**config.mk**
```make
export PLATFORM = sky130hd
export DESIGN_NAME = multi_motor_pump_staging
export DESIGN_NICKNAME = d
export VERILOG_FILES = /design/src/logic/staging_pkg.sv /design/src/logic/delay_timer_if.sv /design/src/logic/staging_delay_timer.sv /design/src/logic/multi_motor_pump_staging.sv
export SDC_FILE = /design/constraint.sdc
export NUM_CORES = 1
export LEC_CHECK = 0
export BUFFER_PORTS_ARGS = -buffer_cell sky130_fd_sc_hd__buf_2
export CORE_UTILIZATION = 49
export CTS_CLUSTER_SIZE = 14
export DETAILED_ROUTE_END_ITERATION = 12
export PLACE_DENSITY = 0.77
export REMOVE_ABC_BUFFERS = 1
export SETUP_SLACK_MARGIN = 0.2
export SLEW_MARGIN = 40
export SYNTH_ARGS = -nofsm -noshare
export SYNTH_HDL_FRONTEND = slang
export SYNTH_HIERARCHICAL = 1
export SYNTH_SLANG_ARGS = --single-unit
export TNS_END_PERCENT = 50
```
**constraint.sdc**
```tcl
create_clock -name ref_clk -period 22.5 [get_ports ref_clk]
set_input_delay 2.25 -clock ref_clk [delete_from_list [all_inputs] [get_ports ref_clk]]
set_output_delay 2.25 -clock ref_clk [all_outputs]
set_load 0.03 [all_outputs]
```
**src/logic/staging_pkg.sv**
```systemverilog
// Constants and types shared by the pump staging logic
package staging_pkg;
    // ****************************************************
    // Widths
    // ****************************************************
    localparam int FREQ_W = 16; // Frequency in 0.01 Hz steps
    localparam int TIME_W = 16; // Delay and ramp times in 0.1 s steps
    localparam int MIN_W = 16; // Rotation time in minutes

    // ****************************************************
    // Settings encodings
    // ****************************************************
    localparam logic [3:0] APP_MODE_STAGING = 4'h3;
    localparam logic [1:0] ROT_NONE = 2'h0;
    localparam logic [1:0] ROT_AUX = 2'h1;
    localparam logic [1:0] ROT_MAIN = 2'h2;
    localparam logic [2:0] MAX_AUX = 3'h4;
    localparam logic [2:0] MAX_MOTORS = 3'h4; // Outputs usable in mode 2

    // ****************************************************
    // Timing
    // ****************************************************
    localparam int CLK_KHZ = 40000; // 40 MHz control clock
    localparam int TICK_MS = 100; // One delay step is 0.1 s
    localparam int TICK_CYCLES = TICK_MS * CLK_KHZ; // Cycles per ms times ms
    localparam logic [9:0] TICKS_PER_MIN = 10'h258; // 600 steps of 0.1 s

    // ****************************************************
    // Sequencer states
    // ****************************************************
    typedef enum logic [3:0] {
        ST_OFF = 4'h1,
        ST_REGULATE = 4'h2,
        ST_RAMP_DOWN = 4'h4,
        ST_RAMP_UP = 4'h8
    } stage_state_t;
endpackage : staging_pkg

```
**src/logic/delay_timer_if.sv**
```systemverilog
// Signals between the sequencer and one staging delay timer
`timescale 1ns/1ps
`default_nettype none
interface delay_timer_if;
    import staging_pkg::*;
    logic tick;
    logic cond;
    logic [TIME_W-1:0] limit;
    logic expired;
    modport timer (input tick, input cond, input limit, output expired);
    modport owner (output tick, output cond, output limit, input expired);
endinterface : delay_timer_if
`default_nettype wire

```
**src/logic/staging_delay_timer.sv**
```systemverilog
// Delay timer counting 0.1 s steps while its condition holds
`timescale 1ns/1ps
`default_nettype none
module staging_delay_timer
    import staging_pkg::*;
(
    input wire logic ref_clk, // 40 MHz control clock
    input wire logic reset_n, // Asynchronous reset, active low
    delay_timer_if.timer tmr // Condition, limit and expiry
);
    logic [TIME_W-1:0] elapsed_r;

    // Count up while the condition stands; a lapse starts over from zero
    always_ff @(posedge ref_clk or negedge reset_n) begin
        if (!reset_n) begin
            elapsed_r <= '0;
        end else if (!tmr.cond) begin
            elapsed_r <= '0; // RQ17
        end else if (tmr.tick && elapsed_r < tmr.limit) begin
            elapsed_r <= elapsed_r + 1'b1;
        end
    end

    // Saturating count, so expiry holds until the condition lapses
    assign tmr.expired = tmr.cond && (elapsed_r >= tmr.limit);
endmodule : staging_delay_timer
`default_nettype wire

```
**src/logic/multi_motor_pump_staging.sv**
```systemverilog
// Auxiliary pump staging, main motor hand-over and motor rotation
// Summary of operation
// RQ1 - Staging runs, and its settings show, only when application mode is 3.
// RQ2 - Auxiliary motors start in rotating output order from the starting selection.
// RQ3 - Auxiliary motors stop in reverse order; the last started stops first.
// RQ4 - The number of running auxiliary motors is readable.
// RQ5 - Start next motor: speed above start frequency, delay done, error small.
// RQ6 - Stop a motor: speed below stop frequency, delay done, error large.
// RQ7 - During a start or stop the main motor leaves PID and ramps.
// RQ8 - On a start the main motor ramps down to stop frequency, decel time.
// RQ9 - On a stop the main motor ramps up to start frequency, accel time.
// RQ10 - Rotation mode 0 always starts at the set motor, never rotates.
// RQ11 - Mode 1 flags rotation when main and aux run time exceeds setting.
// RQ12 - Mode 1: main stop after flag advances starting motor, 4 wraps to 1.
// RQ13 - Mode 2 flags rotation when inverter motor run time exceeds setting.
// RQ14 - Mode 2: inverter drives selected motor, the rest staged circularly.
// RQ15 - Mode 2: stop in rotation condition moves inverter to next motor.
// RQ16 - Auxiliary count setting is 0 to 4; staging never exceeds it.
// RQ17 - Start and stop delays restart when their condition lapses early.
`timescale 1ns/1ps
`default_nettype none
module multi_motor_pump_staging
    import staging_pkg::*;
#(
    parameter int TICK_LEN = TICK_CYCLES // Cycles per 0.1 s step
) (
    input wire logic ref_clk, // 40 MHz control clock
    input wire logic reset_n, // Asynchronous reset, active low
    input wire logic [3:0] app_mode, // Application mode setting
    input wire logic [2:0] aux_motor_count, // Auxiliary motors, 0 to 4
    input wire logic [2:0] starting_aux_select, // Starting motor, 1 to 4
    input wire logic [3:0][FREQ_W-1:0] aux_start_frequency, // Per stage
    input wire logic [3:0][FREQ_W-1:0] aux_stop_frequency, // Per stage
    input wire logic [TIME_W-1:0] aux_start_delay, // 0.1 s steps
    input wire logic [TIME_W-1:0] aux_stop_delay, // 0.1 s steps
    input wire logic [1:0] rotation_mode, // 0 none, 1 aux, 2 main
    input wire logic [MIN_W-1:0] rotation_time, // Minutes
    input wire logic [FREQ_W-1:0] pressure_difference_threshold, // PID units
    input wire logic [TIME_W-1:0] staging_accel_time, // 0.1 s steps
    input wire logic [TIME_W-1:0] staging_decel_time, // 0.1 s steps
    input wire logic [FREQ_W-1:0] main_freq, // Main motor speed
    input wire logic signed [FREQ_W-1:0] pid_error, // Reference - feedback
    input wire logic main_running, // Inverter output running
    output logic staging_enable_r, // Staging active, option group shown
    output logic [3:0] aux_out_r, // Relay 1, relay 2, output one, output two
    output logic [3:0] main_select_r, // Motor on inverter, mode 2 only
    output logic [2:0] running_aux_count_r, // Running auxiliary motors
    output logic rotation_flag_r, // Rotation condition met
    output logic pid_bypass_r, // Main motor on plain ramp
    output logic ramp_up_r, // Ramp direction, high when rising
    output logic [FREQ_W-1:0] ramp_target_r, // Ramp end frequency
    output logic [TIME_W-1:0] ramp_time_r // Ramp time, 0.1 s steps
);
    // ****************************************************
    // Helpers
    // ****************************************************
    // Output index of position k in a circular order of length modulus
    function automatic logic [1:0] slot_out(input logic [2:0] base,
                                            input logic [2:0] k,
                                            input logic [2:0] modulus);
        logic [3:0] s;
        logic [3:0] m;
        s = {1'b0, base} + {1'b0, k};
        m = (modulus == 3'h0) ? 4'h1 : {1'b0, modulus};
        return 2'(s % m);
    endfunction : slot_out

    function automatic logic [FREQ_W-1:0] mag(input logic signed [FREQ_W-1:0] v);
        return v[FREQ_W-1] ? FREQ_W'(-v) : FREQ_W'(v);
    endfunction : mag

    // ****************************************************
    // Settings decode
    // ****************************************************
    logic enable;
    logic mode_main;
    logic [2:0] aux_n;
    logic [2:0] modulus;
    logic [2:0] capacity;
    logic [2:0] offset;
    logic [2:0] sel_base;
    assign enable = (app_mode == APP_MODE_STAGING); // RQ1
    assign mode_main = (rotation_mode == ROT_MAIN);
    // Clamp out-of-range settings rather than stage a missing output
    assign aux_n = (aux_motor_count > MAX_AUX) ? MAX_AUX : aux_motor_count; // RQ16
    assign modulus = mode_main ? ((aux_n + 3'h1 > MAX_MOTORS) ? MAX_MOTORS
                                  : aux_n + 3'h1) : aux_n; // RQ14
    assign capacity = mode_main ? modulus - 3'h1 : aux_n; // RQ16
    assign offset = mode_main ? 3'h1 : 3'h0;
    assign sel_base = (starting_aux_select == 3'h0) ? 3'h0
                      : starting_aux_select - 3'h1;

    // ****************************************************
    // 0.1 s step and run-time minutes
    // ****************************************************
    logic [22:0] tick_cnt_r;
    logic tick_r;
    logic [9:0] min_cnt_r;
    logic [MIN_W-1:0] run_min_r;
    logic run_prev_r;
    logic stop_edge;
    assign stop_edge = run_prev_r && !main_running;

    // Step generator; the long count is a parameter for simulation
    always_ff @(posedge ref_clk or negedge reset_n) begin
        if (!reset_n) begin
            tick_cnt_r <= '0;
            tick_r <= 1'b0;
        end else if (tick_cnt_r >= 23'(TICK_LEN - 1)) begin
            tick_cnt_r <= '0;
            tick_r <= 1'b1;
        end else begin
            tick_cnt_r <= tick_cnt_r + 1'b1;
            tick_r <= 1'b0;
        end
    end

    // Cumulative run time since the last rotation
    always_ff @(posedge ref_clk or negedge reset_n) begin
        if (!reset_n) begin
            min_cnt_r <= '0;
            run_min_r <= '0;
        end else if (stop_edge && rotation_flag_r) begin
            min_cnt_r <= '0;
            run_min_r <= '0;
        end else if (enable && main_running && tick_r) begin // RQ11 RQ13
            if (min_cnt_r >= TICKS_PER_MIN - 10'h001) begin
                min_cnt_r <= '0;
                if (run_min_r != '1) run_min_r <= run_min_r + 1'b1;
            end else begin
                min_cnt_r <= min_cnt_r + 1'b1;
            end
        end
    end

    // Rotation flag follows the run time; a consuming stop clears the
    // minutes, so the flag falls one edge later instead of sticking
    always_ff @(posedge ref_clk or negedge reset_n) begin
        if (!reset_n) begin
            rotation_flag_r <= 1'b0;
        end else if (!enable || rotation_mode == ROT_NONE) begin
            rotation_flag_r <= 1'b0; // RQ10
        end else begin
            rotation_flag_r <= (run_min_r > rotation_time); // RQ11 RQ13
        end
    end

    // Starting position; follows the setting in mode 0 and while disabled, else held until rotation moves it
    logic [2:0] base_r;
    always_ff @(posedge ref_clk or negedge reset_n) begin
        if (!reset_n) begin
            base_r <= '0;
            run_prev_r <= 1'b0;
        end else begin
            run_prev_r <= main_running;
            if (!enable || rotation_mode == ROT_NONE) begin
                base_r <= sel_base; // RQ10
            end else if (stop_edge && rotation_flag_r) begin
                if (mode_main) begin
                    base_r <= {1'b0, slot_out(base_r, 3'h1, modulus)}; // RQ15
                end else begin
                    base_r <= {1'b0, slot_out(base_r, 3'h1, MAX_AUX)}; // RQ12
                end
            end
        end
    end

    // ****************************************************
    // Start and stop delay timers
    // ****************************************************
    stage_state_t state_r;
    logic err_small;
    logic err_large;
    logic [1:0] next_idx;
    logic [1:0] last_idx;
    assign err_small = mag(pid_error) < pressure_difference_threshold;
    assign err_large = mag(pid_error) > pressure_difference_threshold;
    assign next_idx = running_aux_count_r[1:0];
    assign last_idx = 2'(running_aux_count_r - 3'h1);

    delay_timer_if start_if ();
    delay_timer_if stop_if ();
    assign start_if.tick = tick_r;
    assign start_if.limit = aux_start_delay;
    assign start_if.cond = (state_r == ST_REGULATE) && main_running &&
                           (running_aux_count_r < capacity) &&
                           (main_freq > aux_start_frequency[next_idx]) &&
                           err_small; // RQ5
    assign stop_if.tick = tick_r;
    assign stop_if.limit = aux_stop_delay;
    assign stop_if.cond = (state_r == ST_REGULATE) && main_running &&
                          (running_aux_count_r != 3'h0) &&
                          (main_freq < aux_stop_frequency[last_idx]) &&
                          err_large; // RQ6

    staging_delay_timer u_start_timer (
        .ref_clk(ref_clk),
        .reset_n(reset_n),
        .tmr(start_if)
    );
    staging_delay_timer u_stop_timer (
        .ref_clk(ref_clk),
        .reset_n(reset_n),
        .tmr(stop_if)
    );

    // ****************************************************
    // Staging sequencer
    // ****************************************************
    // Aux outputs, count and bypass drop with the main motor: the line must not run unattended
    always_ff @(posedge ref_clk or negedge reset_n) begin
        if (!reset_n) begin
            state_r <= ST_OFF;
            aux_out_r <= '0;
            running_aux_count_r <= '0;
            pid_bypass_r <= 1'b0;
            ramp_up_r <= 1'b0;
            ramp_target_r <= '0;
            ramp_time_r <= '0;
        end else if (!enable || !main_running) begin
            state_r <= enable ? ST_REGULATE : ST_OFF;
            aux_out_r <= '0;
            running_aux_count_r <= '0;
            pid_bypass_r <= 1'b0;
        end else begin
            unique case (state_r)
                ST_OFF: begin
                    state_r <= ST_REGULATE;
                end
                ST_REGULATE: begin
                    if (start_if.expired) begin
                        aux_out_r[slot_out(base_r, running_aux_count_r + offset,
                                           modulus)] <= 1'b1; // RQ2 RQ14
                        running_aux_count_r <= running_aux_count_r + 3'h1; // RQ4
                        pid_bypass_r <= 1'b1; // RQ7
                        ramp_up_r <= 1'b0;
                        ramp_target_r <= aux_stop_frequency[next_idx]; // RQ8
                        ramp_time_r <= staging_decel_time; // RQ8
                        state_r <= ST_RAMP_DOWN;
                    end else if (stop_if.expired) begin
                        aux_out_r[slot_out(base_r, 3'(last_idx) + offset,
                                           modulus)] <= 1'b0; // RQ3
                        running_aux_count_r <= running_aux_count_r - 3'h1; // RQ4
                        pid_bypass_r <= 1'b1; // RQ7
                        ramp_up_r <= 1'b1;
                        ramp_target_r <= aux_start_frequency[last_idx]; // RQ9
                        ramp_time_r <= staging_accel_time; // RQ9
                        state_r <= ST_RAMP_UP;
                    end
                end
                ST_RAMP_DOWN: begin
                    if (main_freq <= ramp_target_r) begin
                        pid_bypass_r <= 1'b0;
                        state_r <= ST_REGULATE;
                    end
                end
                ST_RAMP_UP: begin
                    if (main_freq >= ramp_target_r) begin
                        pid_bypass_r <= 1'b0;
                        state_r <= ST_REGULATE;
                    end
                end
                default: begin
                    state_r <= ST_OFF;
                end
            endcase
        end
    end

    // Enable and inverter motor selection
    always_ff @(posedge ref_clk or negedge reset_n) begin
        if (!reset_n) begin
            staging_enable_r <= 1'b0;
            main_select_r <= '0;
        end else begin
            staging_enable_r <= enable; // RQ1
            main_select_r <= '0;
            if (enable && mode_main) begin
                main_select_r[slot_out(base_r, 3'h0, modulus)] <= 1'b1; // RQ14
            end
        end
    end
endmodule : multi_motor_pump_staging
`default_nettype wire

```
# Word-level counts from Yosys, hierarchy flattened
# Index checks and enable logic that the tools add are counted.
# word_totals
romBits,0
register_bits,137
latchBits,0
in_bits,271
output_inout_bits,47
n_memories,0
elab_cells,184
ramBits,0
# op_classes
shifts,0
magnitude_cmp,24
div,4
mul,0
addsub,16
n_eq_ne,12
reduce_logical,40
bitwise_logic,4
n_mux,66
# op_table
operator,count
16-bit 2-to-1 mux,17
16-bit binary-select mux with 2-bit select,4
16-bit less-than comparator,4
"16-bit by 1-bit adder with 16-bit output, second input constant",3
16-bit >= comparator,3
16-bit greater-than comparator,3
4-bit 2-to-1 mux,10
3-bit 2-to-1 mux,12
10-bit 2-to-1 mux,3
"23-bit by 1-bit adder with 23-bit output, second input constant",1
"23-bit by 22-bit >= comparator with 1-bit output, second input constant",1
23-bit 2-to-1 mux,1
1-bit logical AND,19
16-bit <= comparator,1
"16-bit != test, second input constant",1
16-bit negation,1
4-bit one-hot mux with 4 select lines,1
"2-bit by 3-bit less-than comparator with 1-bit output, second input constant",5
4-bit by 4-bit modulo with 4-bit output,3
1-bit 2-to-1 mux,12
2-bit nonzero test,6
"10-bit by 1-bit adder with 10-bit output, second input constant",1
"10-bit >= comparator, second input constant",1
3-bit AND reduction,3
33 further kinds,50

# Longest topological paths before layout
# Gate-level depths: netlist (run 1).
# logic_depth
depth_word,19
ltp_mapped,35
mapped_depth_nobuf,33

# Cells and area by module
# The synthesis (run 1) kept the hierarchy.
# by_module_without_submodules
mod,seq_area_each_um2,area_each_um2,cells_each,n_inst
multi_motor_pump_staging,2628.8,10938.0,1169,1
staging_delay_timer at u_start_timer,400.4,1303.8,151,1
staging_delay_timer at u_stop_timer,400.4,1262.5,145,1

# Worst setup path after synthesis (run 1)
# OpenSTA, ideal clock, no wires.
# synth_path
path_kind,input-to-reg
startpoint,input port aux_motor_count[1]
endpoint,register aux_out_r[1]
path_slack_ps,14369
arrival_ps,7996
path_buffers,0
setup_ps,136
required_ps,22364
stages,29
path_cell_list,nor2b_1 ha_1 nor2b_1 mux2_4 inv_4 ha_1 ha_1 inv_1 o21a_1 ha_1 o211ai_1 o21ai_0 inv_1 ha_1 o21ai_0 a221oi_2 mux2_2 ha_1 or2_2 o22a_1 a21oi_1 inv_1 fa_1 a21boi_0 a311oi_1 o21a_1 and2_1 a311oi_1 o32ai_1
# synth_between
elab_chain_len,19
word_cells_on_any_way,36
classes_between,add/sub: 2; div: 2; order compare: 7; mux: 13; bitwise: 3; reduce/logical: 9
# synth_rtl
element,line_no,source
from (decl),multi_motor_pump_staging.sv:30,"input wire logic [2:0] aux_motor_count,"
3-bit greater-than comparator,multi_motor_pump_staging.sv:85,assign aux_n = (aux_motor_count > MAX_AUX) ? MAX_AUX : aux_motor_count;
3-bit 2-to-1 mux (*),multi_motor_pump_staging.sv:85,
3-bit by 1-bit adder with 3-bit output,"multi_motor_pump_staging.sv:86, multi_motor_pump_staging.sv:87",
3-bit greater-than comparator,multi_motor_pump_staging.sv:86,assign modulus = mode_main ? ((aux_n + 3'h1 > MAX_MOTORS) ? MAX_MOTORS
3-bit 2-to-1 mux (2 in a row),multi_motor_pump_staging.sv:86,
3-bit logical NOT,multi_motor_pump_staging.sv:64,"m = (modulus == 3'h0) ? 4'h1 : {1'b0, modulus};"
3-bit 2-to-1 mux,multi_motor_pump_staging.sv:64,
4-bit by 4-bit modulo with 4-bit output,multi_motor_pump_staging.sv:65,return 2'(s % m);
[2 not listed],--,
1-bit 2-to-1 mux (implied by the code),multi_motor_pump_staging.sv:241,"aux_out_r[slot_out(base_r, 3'(last_idx) + offset,"
1-bit demux with 2-bit select,multi_motor_pump_staging.sv:241,
4-bit NOT (no line),--,
4-bit AND (no line),--,
4-bit 2-to-1 mux,multi_motor_pump_staging.sv:240,end else if (stop_if.expired) begin
4-bit 2-to-1 mux,multi_motor_pump_staging.sv:231,if (start_if.expired) begin
4-bit 2-to-1 mux,multi_motor_pump_staging.sv:226,unique case (state_r)
4-bit 2-to-1 mux,multi_motor_pump_staging.sv:220,end else if (!enable || !main_running) begin
to (signal assigned),multi_motor_pump_staging.sv:214,aux_out_r <= '0;
to (signal assigned),multi_motor_pump_staging.sv:222,aux_out_r <= '0;
to (decl),multi_motor_pump_staging.sv:45,"output logic [3:0] aux_out_r,"
# Mark *: on every way between the ends. The rest lies on a longest branch, timed or not. The select of a mux whose other input is x is not followed.
# A chain may end at the register's enable or synchronous reset.

# Worst setup path after layout (run 1)
# layout_path
startpoint,input port aux_motor_count[2]
endpoint,register aux_out_r[2]
# The elaborated chain is that of the path after synthesis.

==> Implementation_results.wiki, run 1 <==
{| class="wikitable"
! Metric !! Value
|-
| Run status || finished, final reports clean
|-
| Area of the die || 0.0282 mm^2
|-
| TritonCTS clock tree || done
|-
| Minimum setup slack in the final design || 13670 ps
|-
| Post-synthesis cell count || 1465
|-
| Initial DRC Count || 862
|-
| Highest-count cells in the layout ignoring fill and taps || sky130_fd_sc_hd__buf_2, sky130_fd_sc_hd__ha_1, sky130_fd_sc_hd__inv_1
|-
| Total number of vias || 12592
|-
| Startpoint Class || input port
|-
| Count of endpoints failing setup in the final report || 0
|-
| Slowest Stage Delay on Critical Path || 410 ps
|-
| Maximum buffer depth of the clock tree || 2
|-
| Total congestion overflow after global routing || 0
|-
| Half-perimeter wire length after placement || 29.1 mm
|-
| Clk_skew || 11.2 ps
|-
| Total GRT Usage || 26.3%
|-
| Number of filler instances in the final layout || 2403
|-
| Clk_lat worst skew || 410 ps
|-
| Setup repair after global routing missed its margin || false
|-
| Post-synth cell types || 94
|-
| Post-CTS clock slew at the launch and capture registers of the worst setup and hold paths || 70 ps
|-
| Worst Setup Path Type || input port to flop
|-
| Mean instance size in the synthesized netlist || 9.22 um^2
|-
| Min-delay src || ramp_time_r[2]
|-
| Final-report max-slew violation count || 0
|-
| Placeable core region || 0.0270 mm^2
|-
| Upper clock frequency limit || 113 MHz
|-
| Min Clock Period, post-route || 8830 ps
|-
| Area growth from synthesis to final layout || 18.6%
|-
| Number of placement rows || 60
|-
| Kind of end point of the critical path || flop
|-
| Crit path from || aux_motor_count[2]
|-
| Clock sink total || 137
|-
| Worst IR drop on VDD || 0.0000467 V
|-
| Final clock period utilization by the worst path || 39.3%
|-
| Total I/O pin count || 318
|-
| FF+latch count, synth || 137
|-
| Synthesized area || 0.0135 mm^2
|-
| Number of hold buffers added after cts || 0
|-
| Iteration count of the initial detailed-routing pass || 5
|-
| Post-CTS setup repair buffer count || 0
|-
| Number of port buffers || 317
|-
| Proportion of layout cells with a drive suffix above 1 || 26.7%
|-
| Antenna violations before repair || 0
|-
| Via density per instance || 5.95
|-
| Static leakage || 7.65 nW
|-
| Worst R2R Start || running_aux_count_r[0]
|-
| Slew margin rel. || 45.1%
|-
| Worst Setup Slack post-DPL || 13320 ps
|-
| Max-cap viol count || 0
|-
| Mean routed wirelength per cell || 17.6 um
|-
| Remaining DRCs || 0
|-
| Routed wire length || 37.1 mm
|-
| Warnings, synthesis || 6
|-
| First-pass GRT wire length || 59.7 mm
|-
| Buffer type at the clock tree root || sky130_fd_sc_hd__clkbuf_16
|-
| Final net count || 2214
|-
| Fin Setup TNS || 0 ps
|-
| Final standard cell utilization of the core || 59.3%
|-
| Proportion of synthesized flip-flops having asynchronous set or reset || 100%
|-
| Power per Cell Area || 50.2 mW/mm^2
|-
| Pin count of the biggest net entering global routing || 78
|-
| Via count of the first global-routing pass || 12131
|-
| Arrival time at the worst endpoint || 9130 ps
|-
| Height of the chip || 168 um
|-
| ANT cells || 0
|-
| Slowest stage cell, crit path || sky130_fd_sc_hd__a21o_1
|-
| Antenna Nets Post-Route || 0
|-
| H-tree levels || 4
|-
| Slew of the pin with the lowest slew margin || 822 ps
|-
| Dominant register cell in the synthesized netlist || sky130_fd_sc_hd__dfrtp_1
|-
| Number of gates given a new drive strength after cts || 0
|-
| Cell area after placement || 0.0154 mm^2
|-
| Share of the yosys chip area belonging to registers || 25.4%
|-
| Critical path required time || 22790 ps
|-
| Finished Cell Area || 0.0160 mm^2
|-
| Final-report hold violation count || 0
|-
| EDFF count, synth || 0
|-
| Crit path top cell by count || sky130_fd_sc_hd__ha_1
|-
| Width of the chip || 168 um
|-
| Starting density of the core || 50.0%
|-
| Type of the tightest min-delay check || flop to flop
|-
| Number of buffers created by CTS || 17
|-
| Maximum fanout along the worst path || 15
|-
| Global placer's final weighted congestion || 0.920
|-
| Leading cell type in the layout, fill and taps excluded || sky130_fd_sc_hd__buf_2
|}
-- through the flow --
stage                     hold slack, ps  power (mW)  std cells
after detailed placement             466       0.506       2084
after global placement               458       0.494       2084
after global routing                 502       0.849       2116
final                                479       0.804       2116
after CTS                            481       0.804       2116
after floorplan                      463       0.428       1420
-- worst paths after layout --
path / to / slack (ps) / depth (start not counted)
max: aux_out_r[2] / 13670 / 33
min in group asynchronous: ramp_target_r[11] / 1830 / 1
max reg2reg: aux_out_r[2] / 15550 / 29
min: ramp_time_r[2] / 480 / 2
min reg2reg: ramp_time_r[2] / 480 / 2
max in group asynchronous: running_aux_count_r[0] / 19500 / 2
-- critical path, delay by kind of cell --
| family | cells | cell delay [ps] |
|---|---|---|
| adder cells (fa/ha/maj) | 7 | 1810 |
| multiplexers | 2 | 590 |
| buffers and inverters | 6 | 660 |
| AND/OR/NAND/NOR | 5 | 940 |
| AO/OA/AOI/OAI | 13 | 2860 |
-- layer usage --
layer  up-vias  track usage, %  wire, um
li1       5967               -         -
met1      6059            35.0     16300
met2       500            44.4     17800
met3        66            4.70      2330
met4         0            6.54       694
met5         -               0         0
-- Yosys cell counts, types with 10 or more instances --
| cell type | instances | area [um^2] |
|---|---|---|
| sky130_fd_sc_hd__mux4_2 | 64 | 1440 |
| sky130_fd_sc_hd__inv_1 | 155 | 582 |
| sky130_fd_sc_hd__nand2b_1 | 11 | 68.8 |
| sky130_fd_sc_hd__nand4_1 | 35 | 219 |
| sky130_fd_sc_hd__clkbuf_1 | 25 | 93.8 |
| sky130_fd_sc_hd__or4_1 | 12 | 90.1 |
| sky130_fd_sc_hd__nor4_1 | 13 | 81.3 |
| sky130_fd_sc_hd__and3_1 | 15 | 93.8 |
| sky130_fd_sc_hd__a21o_1 | 22 | 165 |
| sky130_fd_sc_hd__a21oi_1 | 82 | 410 |
| sky130_fd_sc_hd__ha_1 | 174 | 2180 |
| sky130_fd_sc_hd__nor2b_1 | 19 | 119 |
| sky130_fd_sc_hd__o21a_1 | 15 | 113 |
| sky130_fd_sc_hd__nor3_1 | 26 | 130 |
| sky130_fd_sc_hd__or3_1 | 21 | 131 |
| sky130_fd_sc_hd__dfrtp_1 | 136 | 3400 |
| sky130_fd_sc_hd__o21ai_0 | 87 | 435 |
| sky130_fd_sc_hd__xnor2_1 | 47 | 412 |
| sky130_fd_sc_hd__nand2_1 | 109 | 409 |
| sky130_fd_sc_hd__xor2_1 | 22 | 193 |
| sky130_fd_sc_hd__o31ai_1 | 15 | 113 |
| sky130_fd_sc_hd__nand3_1 | 39 | 195 |
| sky130_fd_sc_hd__a31oi_1 | 10 | 62.6 |
| sky130_fd_sc_hd__nor2_1 | 104 | 390 |
| sky130_fd_sc_hd__o211ai_1 | 12 | 90.1 |
| sky130_fd_sc_hd__mux2i_1 | 41 | 410 |
-- sequential cells by signal, summed over array words and instances, names as in the netlist, 10 cells and up --
register and cells:
run_min_r 16, ramp_time_r 16, u_stop_timer/elapsed_r 16, min_cnt_r 10
u_start_timer/elapsed_r 16, ramp_target_r 16, tick_cnt_r 23
-- cell type report --
cell class	instances	area (um^2)	area share [%]
inverters	159	602	3.76
well taps	341	427	2.66
flip-flops and latches	137	3430	21.4
clock buffers	20	467	2.91
clock inverters	12	153	0.953
multi-input cells	1124	9290	58.0
repair buffers	323	1650	10.3
-- where the power goes --
group | switching [mW] | internal [mW]
combinational | 0.142 | 0.111
sequential | 0.00561 | 0.250
clock | 0.119 | 0.177
total | 0.267 | 0.537
-- cell families after synthesis --
logic type,after synthesis,share of synthesized area [%]
XOR/XNOR,69,4.48
AND/OR/NAND/NOR,444,17.0
AO/OA/AOI/OAI,318,15.6
multiplexers,111,14.2
flip-flops,137,25.4
adder cells (fa/ha/maj),181,17.2
other,1,0.0278
buffers and inverters,204,6.06
Note: power is estimated with default switching activity, not from simulation.
==> run 2, diff against run 1 <==
- clock period: 22.5 -> 8.8 ns (I/O delays scaled with it)
==> Implementation_results.wiki, run 2 (synthesis results as in run 1) <==
{| class="wikitable"
! Metric !! Value
|-
| Run status || finished, final reports clean
|-
| Post-CTS setup repair buffer count || 0 (unchanged)
|-
| Placeable core region || 0.0270 mm^2 (unchanged)
|-
| Number of hold buffers added after cts || 0 (unchanged)
|-
| Clk_skew || 11.6 ps (+0.411 ps)
|-
| Post-CTS clock slew at the launch and capture registers of the worst setup and hold paths || 70 ps (about the same)
|-
| Sequential power share || 31.7% (about the same)
|-
| Width of the chip || 168 um (unchanged)
|-
| Number of placement rows || 60 (unchanged)
|-
| Worst IR drop on VDD || 0.000112 V (+140%)
|-
| Fraction of power consumed by combinational cells || 31.4% (about the same)
|-
| Slew of the pin with the lowest slew margin || 791 ps (-30.9 ps)
|-
| Total I/O pin count || 318 (unchanged)
|-
| Clock sink total || 137 (unchanged)
|-
| Fin Setup TNS || 0 ps (unchanged)
|-
| Via count of the first global-routing pass || 12057 (-0.61%)
|-
| Proportion of layout cells with a drive suffix above 1 || 26.7% (+0.041 points)
|-
| Count of endpoints failing setup in the final report || 0 (unchanged)
|-
| Half-perimeter wire length after placement || 28.9 mm (-0.55%)
|-
| Clock group share of total power || 36.9% (about the same)
|-
| Global placer's final weighted congestion || 0.920 (about the same)
|-
| Setup repair after global routing missed its margin || false
|-
| Internal portion of total power || 1.36 mW (+150%)
|-
| Area growth from synthesis to final layout || 18.8%
|-
| Remaining DRCs || 0 (unchanged)
|-
| Initial DRC Count || 817 (-5.2%)
|-
| Final-report hold violation count || 0 (unchanged)
|-
| TritonCTS clock tree || done
|-
| Maximum buffer depth of the clock tree || 2 (unchanged)
|-
| Leading cell type in the layout, fill and taps excluded || sky130_fd_sc_hd__buf_2
|-
| Final clock period utilization by the worst path || 84.9%
|-
| Min Clock Period, post-route || 7470 ps
|-
| Slowest stage cell, crit path || sky130_fd_sc_hd__a21o_1
|-
| Final-report max-slew violation count || 0 (unchanged)
|-
| Power per Cell Area || 128 mW/mm^2 (+160%)
|-
| Total GRT Usage || 26.1% (-0.23 points)
|-
| Top reg by flops || tick_cnt_r
|-
| H-tree levels || 4 (unchanged)
|-
| Total congestion overflow after global routing || 0 (unchanged)
|-
| Number of buffers created by CTS || 17 (unchanged)
|-
| Worst Setup Slack post-DPL || 950 ps (-12370 ps)
|-
| Final net count || 2215 (+0.045%)
|-
| Minimum setup slack in the final design || 1330 ps (-12330 ps)
|-
| Max reg flops || 23 (unchanged)
|-
| Buffer type at the clock tree root || sky130_fd_sc_hd__clkbuf_16
|-
| Upper clock frequency limit || 134 MHz
|-
| Total net switching power || 0.703 mW (+160%)
|-
| Final standard cell utilization of the core || 59.4% (+0.088 points)
|-
| Total number of vias || 12590 (-0.016%)
|-
| Starting density of the core || 50.0% (unchanged)
|-
| Pin count of the biggest net entering global routing || 78 (unchanged)
|-
| Clk_lat worst skew || 420 ps (about the same)
|-
| Height of the chip || 168 um (unchanged)
|-
| Antenna Nets Post-Route || 0 (unchanged)
|-
| Number of gates given a new drive strength after cts || 0 (unchanged)
|-
| Slew margin rel. || 47.1% (+2.1 points)
|-
| Area of the die || 0.0282 mm^2 (unchanged)
|-
| Crit path top cell by count || sky130_fd_sc_hd__ha_1
|-
| Type of the tightest min-delay check || input port to async pin
|-
| Slowest Stage Delay on Critical Path || 420 ps (about the same)
|-
| Routed wire length || 37.0 mm (-0.43%)
|-
| Kind of end point of the critical path || flop
|-
| ANT cells || 0 (unchanged)
|-
| Mean routed wirelength per cell || 17.5 um (-0.47%)
|-
| Max-cap viol count || 0 (unchanged)
|-
| Maximum fanout along the worst path || 15 (unchanged)
|-
| Switching share of power || 34.1% (+0.90 points)
|-
| Number of port buffers || 317 (unchanged)
|-
| Critical path required time || 9100 ps (-13690 ps)
|-
| Worst Setup Path Type || input port to flop
|-
| First-pass GRT wire length || 59.2 mm (-0.75%)
|-
| Via density per instance || 5.95 (about the same)
|-
| Static leakage || 7.66 nW (+0.11%)
|-
| Antenna violations before repair || 0 (unchanged)
|-
| Arrival time at the worst endpoint || 7770 ps (-1360 ps)
|-
| Startpoint Class || input port
|-
| Highest-count cells in the layout ignoring fill and taps || sky130_fd_sc_hd__buf_2, sky130_fd_sc_hd__ha_1, sky130_fd_sc_hd__inv_1
|-
| Iteration count of the initial detailed-routing pass || 6 (+1)
|}
==> run 2: worst max-delay path: cells and delay by family <==
| kind | cells | cell delay, ps |
|---|---|---|
| AO/OA/AOI/OAI | 13 | 2900 |
| adder cells (fa/ha/maj) | 7 | 1810 |
| buffers and inverters | 6 | 660 |
| multiplexers | 2 | 590 |
| AND/OR/NAND/NOR | 5 | 930 |
==> run 2: power by group through the flow <==
stage,Combinational (mW),Clock [mW],Sequential [mW]
6_report,0.648,0.761,0.653
2_1_floorplan,0.434,0,0.661
3_3_place_gp,0.598,0,0.664
4_1_cts,0.635,0.772,0.652
3_5_place_dp,0.631,0,0.664
5_1_grt,0.716,0.801,0.654
==> run 2: metrics by stage <==
step / hold WS (ps) / std cells / power [mW] / cell area, um^2
after global placement: 458 / 2084 / 1.26 / 15400
after CTS: 459 / 2116 / 2.06 / 16000
after detailed placement: 465 / 2084 / 1.29 / 15400
after floorplan: 463 / 1420 / 1.10 / 13300
after global routing: 485 / 2117 / 2.17 / 16000
final: 459 / 2117 / 2.06 / 16000
==> run 2: area by class of cell <==
class | instances | area, um^2
Tap cell | 341 | 427
Sequential cell | 137 | 3430
Inverter | 159 | 602
Clock buffer | 17 | 425
Clock inverter | 15 | 201
Timing Repair Buffer | 324 | 1660
Multi-Input combinational cell | 1124 | 9290
Fill cell | 2382 | 11000
==> run 2: worst paths after layout <==
path	slack, ps	end	start	depth (start not counted)
setup / recovery	1330	aux_out_r[2]	aux_motor_count[2]	33
min in group ref_clk	480	ramp_time_r[4]	ramp_time_r[4]	2
hold / removal	460	ramp_target_r[11]	reset_n	1
setup reg to reg	1820	aux_out_r[2]	running_aux_count_r[0]	28
max in group asynchronous	7190	running_aux_count_r[0]	reset_n	2
hold reg to reg	480	ramp_time_r[4]	ramp_time_r[4]	2
==> run 2: metal layers <==
layer | part of all wire (%) | up-vias | global-route usage, %
met5 | 0 | - | 0
met4 | 1.6 | 0 | 6.74
met3 | 6.3 | 56 | 4.58
met2 | 48 | 465 | 44.1
met1 | 44 | 6107 | 34.5
li1 | - | 5962 | -
